`src/verilog/ppcx_consts.svh`:
```
// Constants for the port pin configuration and external interrupt block.
`ifndef PPCX_CONSTS_SVH
`define PPCX_CONSTS_SVH

// Number of pins: port 0 (8), port 1 (8), port 2 (2).
`define PPCX_NPIN 18
// CPU clocks in one machine cycle.
`define PPCX_MC_CLKS 6
// CPU clocks that the strong pull-up stays on.
`define PPCX_STRONG_CLKS 2
// Flat pin indices of the fixed-function and oscillator pins.
`define PPCX_IDX_P12 10
`define PPCX_IDX_P13 11
`define PPCX_IDX_P15 13
`define PPCX_IDX_P20 16
`define PPCX_IDX_P21 17
// Field positions in the port 2 mode and misc register.
`define PPCX_MISC_SCH0 2
`define PPCX_MISC_SCH1 3
`define PPCX_MISC_SCH2 4
`define PPCX_MISC_T0TOG 5
`define PPCX_MISC_T1TOG 6
`define PPCX_MISC_CLKOUT 7
// Reset values.
`define PPCX_LATCH_RST_HI 8'hFF
`define PPCX_LATCH_RST_LO 8'h00
`define PPCX_MODE_RST 8'h00
`define PPCX_IRQ_SAMP_RST 2'h3

`endif

```
`src/verilog/ppcx_pkg.sv`:
```
// Types shared by the port pin configuration block.
package ppcx_pkg;

  // Output mode of one pin, coded as {mode_a bit, mode_b bit}.
  typedef enum logic [1:0] {
    PPCX_QUASI  = 2'b00,
    PPCX_PUSH   = 2'b01,
    PPCX_INONLY = 2'b10,
    PPCX_ODRAIN = 2'b11
  } ppcx_mode_t;

  // Target of a register write.
  typedef enum logic [3:0] {
    PPCX_W_LATCH0 = 4'h0,
    PPCX_W_LATCH1 = 4'h1,
    PPCX_W_LATCH2 = 4'h2,
    PPCX_W_MODEA0 = 4'h3,
    PPCX_W_MODEA1 = 4'h4,
    PPCX_W_MODEA2 = 4'h5,
    PPCX_W_MODEB0 = 4'h6,
    PPCX_W_MODEB1 = 4'h7,
    PPCX_W_MODEB2 = 4'h8
  } ppcx_wsel_t;

  // One register write strobe with its data.
  typedef struct packed {
    logic en;
    ppcx_wsel_t sel;
    logic [7:0] data;
  } ppcx_wr_t;

  // Driver controls of one pin: strong drive value and enable, weak and
  // very weak pull-ups.
  typedef struct packed {
    logic o;
    logic oe;
    logic wu;
    logic vu;
  } ppcx_drv_t;

endpackage

```
`src/verilog/ppcx_port.sv`:
```
// Port pin mode, pull-up control and external interrupt sampling logic.
//
// Overview of operation
// - Trigger type 0: low sample requests interrupt.
// - Trigger type 1: high then low sets flag.
// - Sample interrupt pins once per machine cycle.
// - Edge flag clears on service entry.
// - Level flag tracks sampled pin, no clear.
// - Enabled interrupt in idle/power down wakes.
// - Mode bit pair selects pin output type.
// - Mode per bit; three pins fixed.
// - Standard pins default to quasi-bidirectional.
// - Very weak pull-up follows latch one.
// - Weak pull-up needs latch one, pin one.
// - Strong pull-up two clocks on latch rise.
// - Open drain: no pull-ups, pull-down on zero.
// - Push-pull: strong high on one, low zero.
// - P1.2, P1.3 fixed open drain outputs.
// - P1.5 Schmitt input only with internal reset.
// - Crystal option disables P2.0 and P2.1.
// - Reset level from config bit, quasi mode.
// - Schmitt select per port; fixed pins Schmitt.
// - Port 2 misc bits: Schmitt, toggles, clkout.
`timescale 1ns/1ps
`include "ppcx_consts.svh"

module ppcx_port (
  input wire logic clk,
  input wire logic sys_rst,
  input ppcx_pkg::ppcx_wr_t reg_wr,
  input wire logic port_reset_high_select,
  input wire logic internal_reset_sel,
  input wire logic crystal_osc_sel,
  input wire logic [17:0] pin_in,
  input wire logic ext_irq0_pin,
  input wire logic ext_irq1_pin,
  input wire logic ext_irq0_trigger_type,
  input wire logic ext_irq1_trigger_type,
  input wire logic [1:0] irq_enable,
  input wire logic [1:0] irq_service_ack,
  input wire logic power_down,
  input wire logic idle,
  output ppcx_pkg::ppcx_drv_t [17:0] pin_drv,
  output logic [17:0] port_rd,
  output logic [17:0] schmitt_en,
  output logic t0_toggle_en,
  output logic t1_toggle_en,
  output logic clkout_en,
  output logic ext_irq0_request_flag,
  output logic ext_irq1_request_flag,
  output logic wakeup_req,
  output logic mc_tick
);
  import ppcx_pkg::*;

  // ****************************************************************
  // Functions
  // ****************************************************************

  // Effective mode of a pin, fixed-function pins overriding the bits.
  function automatic ppcx_mode_t eff_mode(input int idx, input logic a,
                                          input logic b);
    if (idx == `PPCX_IDX_P12 || idx == `PPCX_IDX_P13) begin
      return PPCX_ODRAIN;
    end else if (idx == `PPCX_IDX_P15) begin
      return PPCX_INONLY;
    end
    return ppcx_mode_t'({a, b});
  endfunction

  // True when the pin is usable as I/O at all.
  function automatic logic pin_ok(input int idx, input logic irst,
                                  input logic xtal);
    if (idx == `PPCX_IDX_P15) begin
      return irst;
    end else if (idx == `PPCX_IDX_P20 || idx == `PPCX_IDX_P21) begin
      return !xtal;
    end
    return 1'b1;
  endfunction

  // ****************************************************************
  // Machine cycle divider
  // ****************************************************************

  logic [2:0] mc_cnt_q; // CPU clock count within a machine cycle.
  logic mc_en; // One-cycle pulse, once per machine cycle.

  assign mc_en = (mc_cnt_q == 3'(`PPCX_MC_CLKS - 1));
  assign mc_tick = mc_en;

  // Counts CPU clocks and wraps after a whole machine cycle.
  always_ff @(posedge clk) begin
    if (sys_rst || mc_en) begin
      mc_cnt_q <= 3'h0;
    end else begin
      mc_cnt_q <= mc_cnt_q + 3'h1;
    end
  end

  // ****************************************************************
  // Port latches and mode registers
  // ****************************************************************

  logic [7:0] regs_q [0:8]; // Latches 0-2, mode a 0-2, mode b 0-2.
  logic [17:0] latch_v; // Output latch per flat pin index.
  logic [17:0] ma_v; // Mode a bit per pin.
  logic [17:0] mb_v; // Mode b bit per pin.

  assign latch_v = {regs_q[2][1:0], regs_q[1], regs_q[0]};
  assign ma_v = {regs_q[5][1:0], regs_q[4], regs_q[3]};
  assign mb_v = {regs_q[8][1:0], regs_q[7], regs_q[6]};

  // Loads the latches at reset from the strap and takes writes later.
  always_ff @(posedge clk) begin
    if (sys_rst) begin
      for (int i = 0; i < 3; i++) begin
        // Reset level chosen by config bit, with quasi mode below.
        regs_q[i] <= port_reset_high_select ? `PPCX_LATCH_RST_HI
                                            : `PPCX_LATCH_RST_LO;
      end
      for (int i = 3; i < 9; i++) begin
        regs_q[i] <= `PPCX_MODE_RST;
      end
    end else if (reg_wr.en && reg_wr.sel <= PPCX_W_MODEB2) begin
      regs_q[reg_wr.sel] <= reg_wr.data;
    end
  end

  // Misc enables held in the upper bits of the port 2 mode a register.
  assign t0_toggle_en = regs_q[5][`PPCX_MISC_T0TOG];
  assign t1_toggle_en = regs_q[5][`PPCX_MISC_T1TOG];
  assign clkout_en = regs_q[5][`PPCX_MISC_CLKOUT];

  // ****************************************************************
  // Strong pull-up timers
  // ****************************************************************

  logic [17:0] latch_prev_q; // Latch value one clock ago.
  logic [1:0] strong_q [0:17]; // Remaining strong pull-up clocks.

  // Remembers the latches to find rising edges.
  always_ff @(posedge clk) begin
    if (sys_rst) begin
      latch_prev_q <= '1;
    end else begin
      latch_prev_q <= latch_v;
    end
  end

  // Starts a two-clock strong pull-up on a quasi pin latch rise.
  always_ff @(posedge clk) begin
    for (int i = 0; i < `PPCX_NPIN; i++) begin
      if (sys_rst) begin
        strong_q[i] <= 2'h0;
      end else if (latch_v[i] && !latch_prev_q[i] &&
                   eff_mode(i, ma_v[i], mb_v[i]) == PPCX_QUASI) begin
        strong_q[i] <= 2'(`PPCX_STRONG_CLKS);
      end else if (strong_q[i] != 2'h0) begin
        strong_q[i] <= strong_q[i] - 2'h1;
      end
    end
  end

  // ****************************************************************
  // Pin drivers, input path and Schmitt selection
  // ****************************************************************

  ppcx_drv_t [17:0] drv_d; // Next driver controls.
  logic [17:0] rd_d; // Next read value.
  logic [17:0] sch_d; // Next Schmitt enables.

  // Works out every pin's drivers from its mode, latch and level.
  always_comb begin
    for (int i = 0; i < `PPCX_NPIN; i++) begin
      drv_d[i] = '0;
      case (eff_mode(i, ma_v[i], mb_v[i]))
        PPCX_QUASI: begin
          // Pull-down on zero, strong high only while timer runs.
          drv_d[i].vu = latch_v[i];
          drv_d[i].wu = latch_v[i] & pin_in[i];
          drv_d[i].oe = !latch_v[i] || strong_q[i] != 2'h0;
          drv_d[i].o = latch_v[i];
        end
        PPCX_PUSH: begin
          drv_d[i].oe = 1'b1;
          drv_d[i].o = latch_v[i];
        end
        PPCX_ODRAIN: begin
          drv_d[i].oe = !latch_v[i];
        end
        PPCX_INONLY: begin
          drv_d[i] = '0;
        end
        default: begin
          drv_d[i] = '0;
        end
      endcase
      // Disabled pins neither drive nor read.
      if (!pin_ok(i, internal_reset_sel, crystal_osc_sel)) begin
        drv_d[i] = '0;
      end
      rd_d[i] = pin_in[i] & pin_ok(i, internal_reset_sel,
                                   crystal_osc_sel);
      // Schmitt bit of the pin's port, forced for fixed pins.
      if (i < 8) begin
        sch_d[i] = regs_q[5][`PPCX_MISC_SCH0];
      end else if (i < 16) begin
        sch_d[i] = regs_q[5][`PPCX_MISC_SCH1];
      end else begin
        sch_d[i] = regs_q[5][`PPCX_MISC_SCH2];
      end
      if (i == `PPCX_IDX_P12 || i == `PPCX_IDX_P13 ||
          i == `PPCX_IDX_P15) begin
        sch_d[i] = 1'b1;
      end
    end
  end

  // Registers the pin controls so the pads see clean levels.
  always_ff @(posedge clk) begin
    if (sys_rst) begin
      pin_drv <= '0;
      port_rd <= '0;
      schmitt_en <= '0;
    end else begin
      pin_drv <= drv_d;
      port_rd <= rd_d;
      schmitt_en <= sch_d;
    end
  end

  // ****************************************************************
  // External interrupt sampling and flags
  // ****************************************************************

  logic [1:0] irq_pin; // Both interrupt pins.
  logic [1:0] irq_trig; // Trigger type, 1 for edge.
  logic [1:0] samp_q; // Last machine-cycle sample of each pin.
  logic [1:0] flag_q; // Request flags.

  assign irq_pin = {ext_irq1_pin, ext_irq0_pin};
  assign irq_trig = {ext_irq1_trigger_type, ext_irq0_trigger_type};
  assign ext_irq0_request_flag = flag_q[0];
  assign ext_irq1_request_flag = flag_q[1];

  // Takes one sample of each pin per machine cycle.
  always_ff @(posedge clk) begin
    if (sys_rst) begin
      samp_q <= `PPCX_IRQ_SAMP_RST;
    end else if (mc_en) begin
      samp_q <= irq_pin;
    end
  end

  // Updates each flag from the samples; a set beats a same-cycle ack.
  always_ff @(posedge clk) begin
    for (int n = 0; n < 2; n++) begin
      if (sys_rst) begin
        flag_q[n] <= 1'b0;
      end else if (!irq_trig[n]) begin
        // Level mode follows the new sample and ignores the ack.
        if (mc_en) begin
          flag_q[n] <= !irq_pin[n];
        end
      end else if (mc_en && samp_q[n] && !irq_pin[n]) begin
        flag_q[n] <= 1'b1;
      end else if (irq_service_ack[n]) begin
        flag_q[n] <= 1'b0;
      end
    end
  end

  // Raises a wakeup while asleep and an enabled request is pending.
  always_ff @(posedge clk) begin
    if (sys_rst) begin
      wakeup_req <= 1'b0;
    end else begin
      wakeup_req <= (power_down || idle) &&
                    |(flag_q & irq_enable);
    end
  end

  logic q0; // Pin 0 in quasi mode.
  logic st0; // Pin 0 strong high drive.
  assign q0 = !ma_v[0] && !mb_v[0];
  assign st0 = pin_drv[0].oe && pin_drv[0].o;
endmodule
```
`config.mk`:
```
export PLATFORM = sky130hd
export DESIGN_NAME = ppcx_port
export DESIGN_NICKNAME = d
export VERILOG_FILES = /design/src/verilog/ppcx_pkg.sv /design/src/verilog/ppcx_port.sv
export VERILOG_INCLUDE_DIRS = /design/src /design/src/verilog
export SDC_FILE = /design/constraint.sdc
export NUM_CORES = 1
export LEC_CHECK = 0
export ABC_AREA = 1
export BUFFER_PORTS_ARGS = -buffer_cell sky130_fd_sc_hd__buf_2
export CAP_MARGIN = 40
export CORE_UTILIZATION = 54
export DETAILED_ROUTE_END_ITERATION = 6
export PLACE_DENSITY = 0.79
export SETUP_SLACK_MARGIN = 0.1
export SYNTH_ARGS = -nofsm -noshare
export SYNTH_HDL_FRONTEND = slang
export SYNTH_SLANG_ARGS = --single-unit
```
`constraint.sdc`:
```
create_clock -name clk -period 1.59 [get_ports clk]
set_input_delay 0.159 -clock clk [delete_from_list [all_inputs] [get_ports clk]]
set_output_delay 0.159 -clock clk [all_outputs]
set_load 0.01 [all_outputs]
```
==> summary.txt, run 1 <==
Global route
  – Largest net degree at the start of global routing: 99
  – Gr usage total: 0.217
  – Global-route wire length before repair: 23600 µm
  – Vias in the first global route: 5051
  – Initial antenna violation count: 0
  – Grt total ovfl: 0

Layout
  – Fill cell count: about 1000
  – Final nets: slightly below 1000
  – Multi-input logic area: 0.00212 mm²
  – Seq. cell area: approximately 0.0046 mm²
  – Share of cells above drive strength 1: 0.222
  – Antenna cells: 0
  – Area delta synth->final: 21.7%
  – Finished Layout Cells: 1120

Logic synthesis
  – Top_reg_cell synth: dfxtp_1
  – Synthesized area per cell: 9.72 µm²
  – FFs w/ async S/R, synth: 0
  – Synth Instances: 763
  – Seq/Total Area, Yosys: 0.625
  – Post-Syn Area: 0.00742 mm²
  – Post-synth EDFFs: 83
  – Netlist cell types: 30
  – Yosys warns: 0
  – Synth Register Bits: 190

Placed design
  – Placed Cells incl. Taps: roughly 1100
  – GPL Wtd Cong: around 0.91
  – Final HPWL DP: 9900 µm
  – Port Buf Inserts: 150

Setup path
  – Family with the most delay on the worst path: flip-flops
  – Reg2Reg Launch Point: mc_cnt_q[0]$_SDFF_PP0_
  – Crit-path max FO: 4
  – Crit. End Element: output pin
  – Crit-path slowest cell: dfxtp_2
  – CP Cell Sequence: inv_1 > ha_1 > nand2_2 > inv_2 > buf_2
  – FF-to-FF path depth: 7
  – Crit path arrival time: ~1.3 ns
  – CP required: 1.43 ns
  – Crit path from: mc_cnt_q[1]$_SDFF_PP0_
  – WP depth: 5
  – Worst path bufs/invs: 3
  – CP Class: flip-flop to output pin
  – CP Launch Type: flip-flop
  – CP max stage delay: 0.33 ns

Clock network
  – Clk root buf: clkbuf_16
  – Max Buffers Root-to-Sink: 2
  – Clock latency on the worst-skew pair: 0.43 ns
  – Num CTS Buffers: 17
  – H-tree levels: 4
  – Clk slew on worst S/H paths: approximately 0.070 ns
  – Clock sink count: 190
  – CTS tree: built

Routing
  – Routed length per instance: 13.2 µm
  – ANT nets after route: 0
  – DRC Markers: 0
  – Vias: roughly 5600
  – Drt total wl: 14800 µm
  – Via-per-instance ratio: 5.01
  – Drt pass-1 iters: 5
  – Initial DRC Count: 384

Power
  – Clock power frac: 0.332
  – Sequential power share: 0.498
  – PnR Total Power: roughly 0.012 W
  – Worst IR Drop VDD: around 0.83 mV
  – Sw Ratio: 0.270
  – Comb power frac: 0.170
  – Int Power: 0.00887 W
  – NetSw: approximately 0.0033 W
  – Leak: ~4.3 nW
  – Power per cell area: between 1000 and 1500 mW/mm²

STA
  – Number of max-slew violations in the final report: 0
  – Unrepaired setup endpoints after global routing: no
  – Worst Hold Slack: 0.0123 ns
  – Post-route setup TNS: 0 ns
  – Crit path time final: 1.41 ns
  – Tcrit/Tclk final: 0.888
  – Endpoints failing setup: 0
  – Final setup skew: around 0.007 ns
  – Final hold vios: 0
  – Max-slew headroom: 0.598
  – Slew @ Worst Pin: 0.603 ns
  – Max Clock Freq: 709 MHz

Floorplan
  – Chip height: 119 µm
  – Die area: about 0.014 mm²
  – Placement row count: 42
  – Die W: 119 µm
  – Core area: ~0.013 mm²
  – # IOs: 161
  – Starting Density: 0.558

Hold path
  – Hold path cells: 4
  – Min-delay src: irq_service_ack[0]
  – Hold Path Class: input port to flip-flop

Flow run
  – MaxCap Viol Count: 0

Outcome
  – Status: finished, final reports clean
worst reg2reg max path, stage by stage (launching register included):
cell and delay, ns:
dfxtp_1 0.36, ha_1 0.17, nand2_2 0.07, buf_4 0.14, buf_4 0.12, nor3_1 0.18, o21ai_0 0.13, nand2_1 0.07
flip-flops by register name (all words and copies together), names as in the netlist:
register and count:
port_rd 18, mc_cnt_q 3, strong_q 30, regs_q 53, flag_q 2, schmitt_en 4, latch_prev_q 15, wakeup_req 1
pin_drv 62, samp_q 2
timing repair:
action / CTS / global route
resized for setup: 1 / 2
buffers inserted: 0 / 2
gates cloned: 0 / 0
hold buffers: 22 / 0
endpoints found under the setup margin: 1 / 1
endpoints found under the hold margin: 35 / 0
cells by family (layout without fill, tap and decap cells):
family / after synthesis / count (layout) / share of synthesized area
other cells: 1 / 10 / 0.000505
xor+xnor: 1 / 1 / 0.00118
flops: 190 / 190 / 0.625
simple gates: 376 / 376 / 0.229
compound gates: 25 / 25 / 0.0224
fa+ha+maj: 17 / 17 / 0.0287
buf+inv: 153 / 325 / 0.0939
cell usage after synthesis (2+ instances only):
cell type	n	area, µm²
dfxtp_1	107	2140
nor2_4	2	22.5
a21boi_0	15	113
inv_1	109	409
o21ai_0	2	10.0
buf_2	12	60.1
clkbuf_1	5	18.8
nor2_1	125	469
nand2_1	103	387
nor3_1	59	295
nand3_1	51	255
buf_6	2	22.5
or2_2	4	25.0
ha_1	17	213
buf_4	24	180
nand4_1	21	131
edfxtp_1	83	2490
nand2_2	4	25.0
nor3_4	2	32.5
a21oi_1	6	30.0
per-layer routing:
metal  vias to the layer above  share of wire  track usage  routed length [µm]
met5                         -              0            0                   0
met4                         0          0.019       0.0918                 287
li1                       2773              -            -                   -
met3                        25          0.066       0.0570                 973
met1                      2587           0.43        0.267                6390
met2                       224           0.48        0.358                7180
cell type report:
class,instances,share of cell area
flip-flops and latches,190,0.513
multi-input cells,429,0.235
repair buffers,183,0.118
well taps,176,0.0244
clock inverters,13,0.0126
inverters,110,0.0460
clock buffers,19,0.0503
cells in the final DEF, fill, tap and decap left out, types with 4 or more instances in the layout:
cell	count
a21boi_0	15
a21oi_1	6
buf_2	150
buf_4	10
clkbuf_16	18
clkinv_4	4
conb_1	10
dfxtp_1	106
dlygate4sd3_1	22
edfxtp_1	83
ha_1	17
inv_1	108
nand2_1	102
nand2_2	5
nand3_1	51
nand4_1	21
nor2_1	125
nor3_1	59
or2_2	4
through the flow:
step	instance area (µm²)	utilization	worst slack [ns]
5_1_grt	9030	0.679	0.111
3_5_place_dp	8220	0.618	0.0684
2_1_floorplan	7450	-	0.299
6_report	9030	0.679	0.179
3_3_place_gp	8220	0.618	0.129
4_1_cts	9010	0.678	0.104
power by group through the flow:
stage	logic (W)	registers [W]	clock network (W)
finish	0.00207	0.00605	0.00404
global route	0.00241	0.00611	0.00432
CTS	0.00205	0.00605	0.00411
detailed placement	0.00199	0.00615	0
global placement	0.00193	0.00614	0
floorplan	0.00145	0.00615	0
final timing paths:
kind / slack, ns / to
hold reg to reg: 0.44 / pin_drv[42]$_SDFF_PP0_
hold / removal: 0.01 / flag_q[0]$_SDFFE_PP0P_
setup / recovery: 0.18 / mc_tick
setup reg to reg: 0.29 / flag_q[0]$_SDFFE_PP0P_
Note: power is estimated with default switching activity, not from simulation.
==> run 2: changes to the inputs <==
--- a/config.mk
+++ b/config.mk
@@ -7,7 +7,7 @@
 export NUM_CORES = 1
 export LEC_CHECK = 0
 export ABC_AREA = 1
-export BUFFER_PORTS_ARGS = -buffer_cell sky130_fd_sc_hd__buf_2
+export BUFFER_PORTS_ARGS = -buffer_cell sky130_fd_sc_hd__clkbuf_2
 export CAP_MARGIN = 40
 export CORE_UTILIZATION = 54
 export DETAILED_ROUTE_END_ITERATION = 6
==> summary.txt, run 2 (same netlist as run 1, synthesis figures left out) <==
Layout
  – Share of cells above drive strength 1: 0.220
  – Largest regs: pin_drv: 62 flops, regs_q: 53 flops, strong_q: 30 flops
  – Final nets: approximately 990
  – Final instance area: around 0.0090 mm²
  – Area delta synth->final: 21.7%
  – Top reg by flops: pin_drv
  – Commonest non-fill, non-tap cell in the layout: clkbuf_2
  – Most frequent cells in the layout: 149 x clkbuf_2, 125 x nor2_1, 108 x inv_1, 105 x dfxtp_1, 102 x nand2_1
  – Fill cell count: 990
  – Max reg flops: 62
  – Antenna cells: 0

Power
  – Power per cell area: 1350 mW/mm²
  – Worst IR Drop VDD: ~0.73 mV
  – Leak: 4.24 nW

Clock network
  – Clock sink count: 190
  – Num CTS Buffers: 17
  – H-tree levels: 4
  – CTS tree: built
  – Clock latency on the worst-skew pair: between 0.4 and 0.5 ns
  – Clk root buf: clkbuf_16
  – Clk slew on worst S/H paths: 0.06 ns
  – Max Buffers Root-to-Sink: 2

Placed design
  – Port Buf Inserts: 150
  – GPL Wtd Cong: 0.892
  – Final HPWL DP: 9810 µm
  – DP Area: about 0.0082 mm²

STA
  – Max Clock Freq: 715 MHz
  – Final hold vios: 0
  – Post-route setup TNS: 0 ns
  – Tcrit/Tclk final: 0.879
  – Endpoints failing setup: 0
  – Crit path time final: 1.40 ns
  – Slew @ Worst Pin: 0.577 ns
  – Final setup skew: 0.00694 ns
  – Max-slew headroom: 0.615
  – Unrepaired setup endpoints after global routing: no
  – Number of max-slew violations in the final report: 0

Setup path
  – Crit-path slowest cell: dfxtp_2
  – Crit path arrival time: 1.24 ns
  – Crit-path max FO: 5
  – CP required: 1.43 ns
  – CP Launch Type: flip-flop
  – Crit. End Element: output pin
  – CP max stage delay: ~0.32 ns
  – CP Class: flip-flop to output pin
  – CP Cell Sequence: inv_1 > ha_2 > nand2_2 > inv_2 > buf_2

Floorplan
  – Placement row count: 42
  – Core area: between 0.01 and 0.015 mm²
  – Die area: 0.0142 mm²
  – Starting Density: 0.558
  – # IOs: 161
  – Die W: 119 µm
  – Chip height: about 120 µm

Routing
  – Initial DRC Count: 355
  – Vias: 5516
  – Drt pass-1 iters: 5
  – DRC Markers: 0
  – Via-per-instance ratio: between 4 and 5
  – ANT nets after route: 0
  – Drt total wl: roughly 14000 µm
  – Routed length per instance: 12.8 µm

Outcome
  – Status: finished, final reports clean

Hold path
  – Hold Path Class: input port to flip-flop

Flow run
  – MaxCap Viol Count: 0

Global route
  – Initial antenna violation count: 0
  – Global-route wire length before repair: ~23000 µm
  – Grt total ovfl: 0
  – Gr usage total: 0.211
  – Largest net degree at the start of global routing: 99
  – Vias in the first global route: 4942
## run 2: final timing paths
check | start | to | slack (ns) | depth (start not counted)
setup / recovery | mc_cnt_q[1]$_SDFF_PP0_ | mc_tick | 0.19 | 5
hold / removal | irq_service_ack[1] | flag_q[1]$_SDFFE_PP0P_ | 0.03 | 4
setup reg to reg | strong_q[4][0]$_SDFFCE_PN0P_ | strong_q[4][1]$_DFFE_PP_ | 0.31 | 4
hold reg to reg | regs_q[1][2]$_DFFE_PP_ | pin_drv[42]$_SDFF_PP0_ | 0.42 | 1
## run 2: worst max-delay path: cells and delay by family, from the launching register on
| family | cells | cell delay [ns] |
|---|---|---|
| adders and majority gates | 1 | 0.17 |
| buffers and inverters | 3 | 0.26 |
| DFF | 1 | 0.32 |
| and+or+nand+nor | 1 | 0.08 |
## run 2: area by class of cell
cell class | count | area (µm²) | area share
Clock inverter | 5 | 55.1 | 0.00610
Timing Repair Buffer | 182 | 1060 | 0.117
Inverter | 110 | 415 | 0.0460
Sequential cell | 190 | 4640 | 0.514
Multi-Input combinational cell | 429 | 2130 | 0.236
Clock buffer | 27 | 514 | 0.0570
Tap cell | 176 | 220 | 0.0244
## run 2: where the power goes
| part | total (W) | switching, W | internal (W) |
|---|---|---|---|
| Sequential | 0.00605 | 0.000234 | 0.00582 |
| Clock | 0.00403 | 0.00166 | 0.00237 |
| Combinational | 0.00207 | 0.00127 | 0.000804 |
## run 2: per-layer routing
layer / vias to the layer above / wire, µm / global-route usage
li1: 2782 / - / -
met1: 2528 / 6230 / 0.267
met2: 186 / 7030 / 0.342
met3: 20 / 884 / 0.0517
met4: 0 / 208 / 0.0902
met5: - / 0 / 0
## run 2: stage by stage
step | instances | hold WS, ns | power (W) | setup slack (ns) | util
2_1_floorplan | 772 | 0.266 | 0.00760 | 0.299 | -
4_1_cts | 1117 | 0.0179 | 0.0122 | 0.135 | 0.677
3_3_place_gp | 1063 | 0.352 | 0.00807 | 0.159 | 0.618
5_1_grt | 1119 | 0.0438 | 0.0129 | 0.113 | 0.679
6_report | 1119 | 0.0266 | 0.0122 | 0.192 | 0.679
3_5_place_dp | 1063 | 0.357 | 0.00814 | 0.141 | 0.618
## run 2: what timing repair did
| item | CTS | global route |
|---|---|---|
| hold buffers | 22 | 0 |
| gates resized for setup | 2 | 4 |
| setup endpoints to repair | 1 | 1 |
| endpoints found under the hold margin | 35 | 0 |
| pin swaps | 0 | 0 |
| setup buffers | 0 | 2 |
==> run 3: changes to the inputs <==
--- a/config.mk
+++ b/config.mk
@@ -9,6 +9,7 @@
 export ABC_AREA = 1
 export BUFFER_PORTS_ARGS = -buffer_cell sky130_fd_sc_hd__clkbuf_2
 export CAP_MARGIN = 40
+export CORE_ASPECT_RATIO = 0.5
 export CORE_UTILIZATION = 54
 export DETAILED_ROUTE_END_ITERATION = 6
 export PLACE_DENSITY = 0.79
==> summary.txt, run 3 (same netlist as run 1, synthesis figures left out) <==
Outcome
  – Status: finished, final reports clean

Clock network
  – Num CTS Buffers: 17
  – Setup Fix Bufs, Post-CTS: 0
  – H-tree levels: 4
  – Clock latency on the worst-skew pair: between 0.4 and 0.5 ns
  – Max Buffers Root-to-Sink: 2
  – Clk root buf: clkbuf_16
  – Clk slew on worst S/H paths: 0.07 ns
  – CTS tree: built
  – Clock sink count: between 150 and 200

Layout
  – Share of cells above drive strength 1: 0.226
  – Finished Layout Cells: roughly 1100
  – Commonest non-fill, non-tap cell in the layout: clkbuf_2
  – Max reg flops: 62
  – Largest regs: pin_drv: 62 flops, regs_q: 53 flops, strong_q: 30 flops
  – Top reg by flops: pin_drv
  – Area delta synth->final: 22.5%
  – Final nets: 996
  – Final instance area: 0.00909 mm²
  – Fill cell count: 971
  – Antenna cells: 0
  – Most frequent cells in the layout: 150 x clkbuf_2, 125 x nor2_1, 108 x inv_1, 105 x dfxtp_1, 102 x nand2_1

Setup path
  – Reg2Reg Launch Point: strong_q[17][0]$_SDFFCE_PN0P_
  – Crit. End Element: output pin
  – Reg-to-reg endpoint: strong_q[17][1]$_DFFE_PP_
  – Crit path capture: mc_tick
  – CP required: roughly 1.4 ns
  – CP Launch Type: flip-flop
  – Crit path from: mc_cnt_q[1]$_SDFF_PP0_
  – Crit-path max FO: 5
  – CP Class: flip-flop to output pin
  – Crit path arrival time: 1.27 ns
  – FF-to-FF path depth: 4
  – R2R Setup Slk: 0.31 ns

Global route
  – Grt total ovfl: 0
  – Largest net degree at the start of global routing: 67
  – Global-route wire length before repair: 24800 µm
  – Gr usage total: 0.228
  – Vias in the first global route: 5162
  – Initial antenna violation count: 0

Flow run
  – MaxCap Viol Count: 0

Routing
  – Initial DRC Count: 393
  – Routed length per instance: ~14 µm
  – Drt total wl: 15600 µm
  – DRC Markers: 0
  – ANT nets after route: 0
  – Drt pass-1 iters: 5
  – Via-per-instance ratio: 5.09
  – Vias: 5679

Placed design
  – DP Area: 0.00825 mm²
  – GPL Wtd Cong: approximately 0.86
  – Dpl ws: roughly 0.073 ns
  – Port Buf Inserts: 150
  – Final HPWL DP: 10700 µm
  – Placed Cells incl. Taps: 1061

Power
  – Worst IR Drop VDD: 0.740 mV
  – Power per cell area: 1370 mW/mm²
  – Leak: 4.28 nW

STA
  – Unrepaired setup endpoints after global routing: no
  – Final worst setup slack: 0.160 ns
  – Endpoints failing setup: 0
  – Final setup skew: 0.0103 ns
  – Post-route setup TNS: 0 ns
  – Max Clock Freq: 699 MHz
  – Tcrit/Tclk final: 0.899
  – Crit path time final: between 1 and 1.5 ns
  – Number of max-slew violations in the final report: 0
  – Final hold vios: 0

Floorplan
  – Die W: 168 µm
  – # IOs: ~160
  – Chip height: 84.9 µm
  – Core area: 0.0130 mm²
  – Die area: 0.0142 mm²
  – Placement row count: 29
  – Starting Density: 0.570

Hold path
  – Hold Path Class: input port to flip-flop
==> run 3: final cells by class <==
class | instances | area (µm²) | area share
sequential | 190 | 4640 | 0.510
multi-input combinational | 429 | 2120 | 0.234
timing repair buffer | 185 | 1100 | 0.121
clock buffer | 19 | 475 | 0.0523
inverter | 110 | 415 | 0.0457
tap | 170 | 213 | 0.0234
clock inverter | 13 | 129 | 0.0142
==> run 3: worst min path at each step <==
stage / start / endpoint / slack (ns) / cells after the start
5_1_grt: ext_irq1_pin / samp_q[1]$_SDFFE_PP1P_ / 0.03 / 3
4_1_cts: ext_irq1_pin / samp_q[1]$_SDFFE_PP1P_ / 0.007 / 3
2_1_floorplan: pin_in[10] / port_rd[10]$_SDFF_PP0_ / 0.27 / 2
3_3_place_gp: pin_in[11] / port_rd[11]$_SDFF_PP0_ / 0.36 / 3
3_5_place_dp: pin_in[11] / port_rd[11]$_SDFF_PP0_ / 0.36 / 3
6_report: ext_irq1_pin / samp_q[1]$_SDFFE_PP1P_ / 0.02 / 3
==> run 3: per-layer routing <==
layer	wire (µm)	vias up	track usage
met3	1060	22	0.0452
met1	7310	2629	0.313
met5	0	-	0
met4	219	0	0.0976
met2	7020	239	0.358
li1	-	2789	-
==> run 3: through the flow <==
| step | power [W] | util | hold WS (ns) |
|---|---|---|---|
| CTS | 0.0125 | 0.698 | 0.00670 |
| global placement | 0.00806 | 0.633 | 0.357 |
| detailed placement | 0.00818 | 0.633 | 0.357 |
| floorplan | 0.00760 | - | 0.266 |
| finish | 0.0125 | 0.698 | 0.0193 |
| global route | 0.0131 | 0.698 | 0.0303 |
==> run 3: power by group <==
| group | total, W | leakage (nW) | internal, W | switching (W) |
|---|---|---|---|---|
| clock | 0.00430 | 0.301 | 0.00228 | 0.00202 |
| combinational | 0.00210 | 2.26 | 0.000816 | 0.00129 |
| sequential | 0.00606 | 1.72 | 0.00581 | 0.000244 |
| total | 0.0125 | 4.28 | 0.00891 | 0.00355 |
==> run 3: repair_timing <==
item	4_1_cts	5_1_grt
hold buffers	23	0
endpoints found under the setup margin	1	1
gates cloned	0	0
gates resized for setup	2	2
hold endpoints to repair	36	0
==> run 3: critical path, stage by stage, from the launching register on <==
cell,delay [ns]
dfxtp_2,0.33
inv_1,0.04
ha_1,0.18
nand2_2,0.10
inv_2,0.06
clkbuf_2,0.13
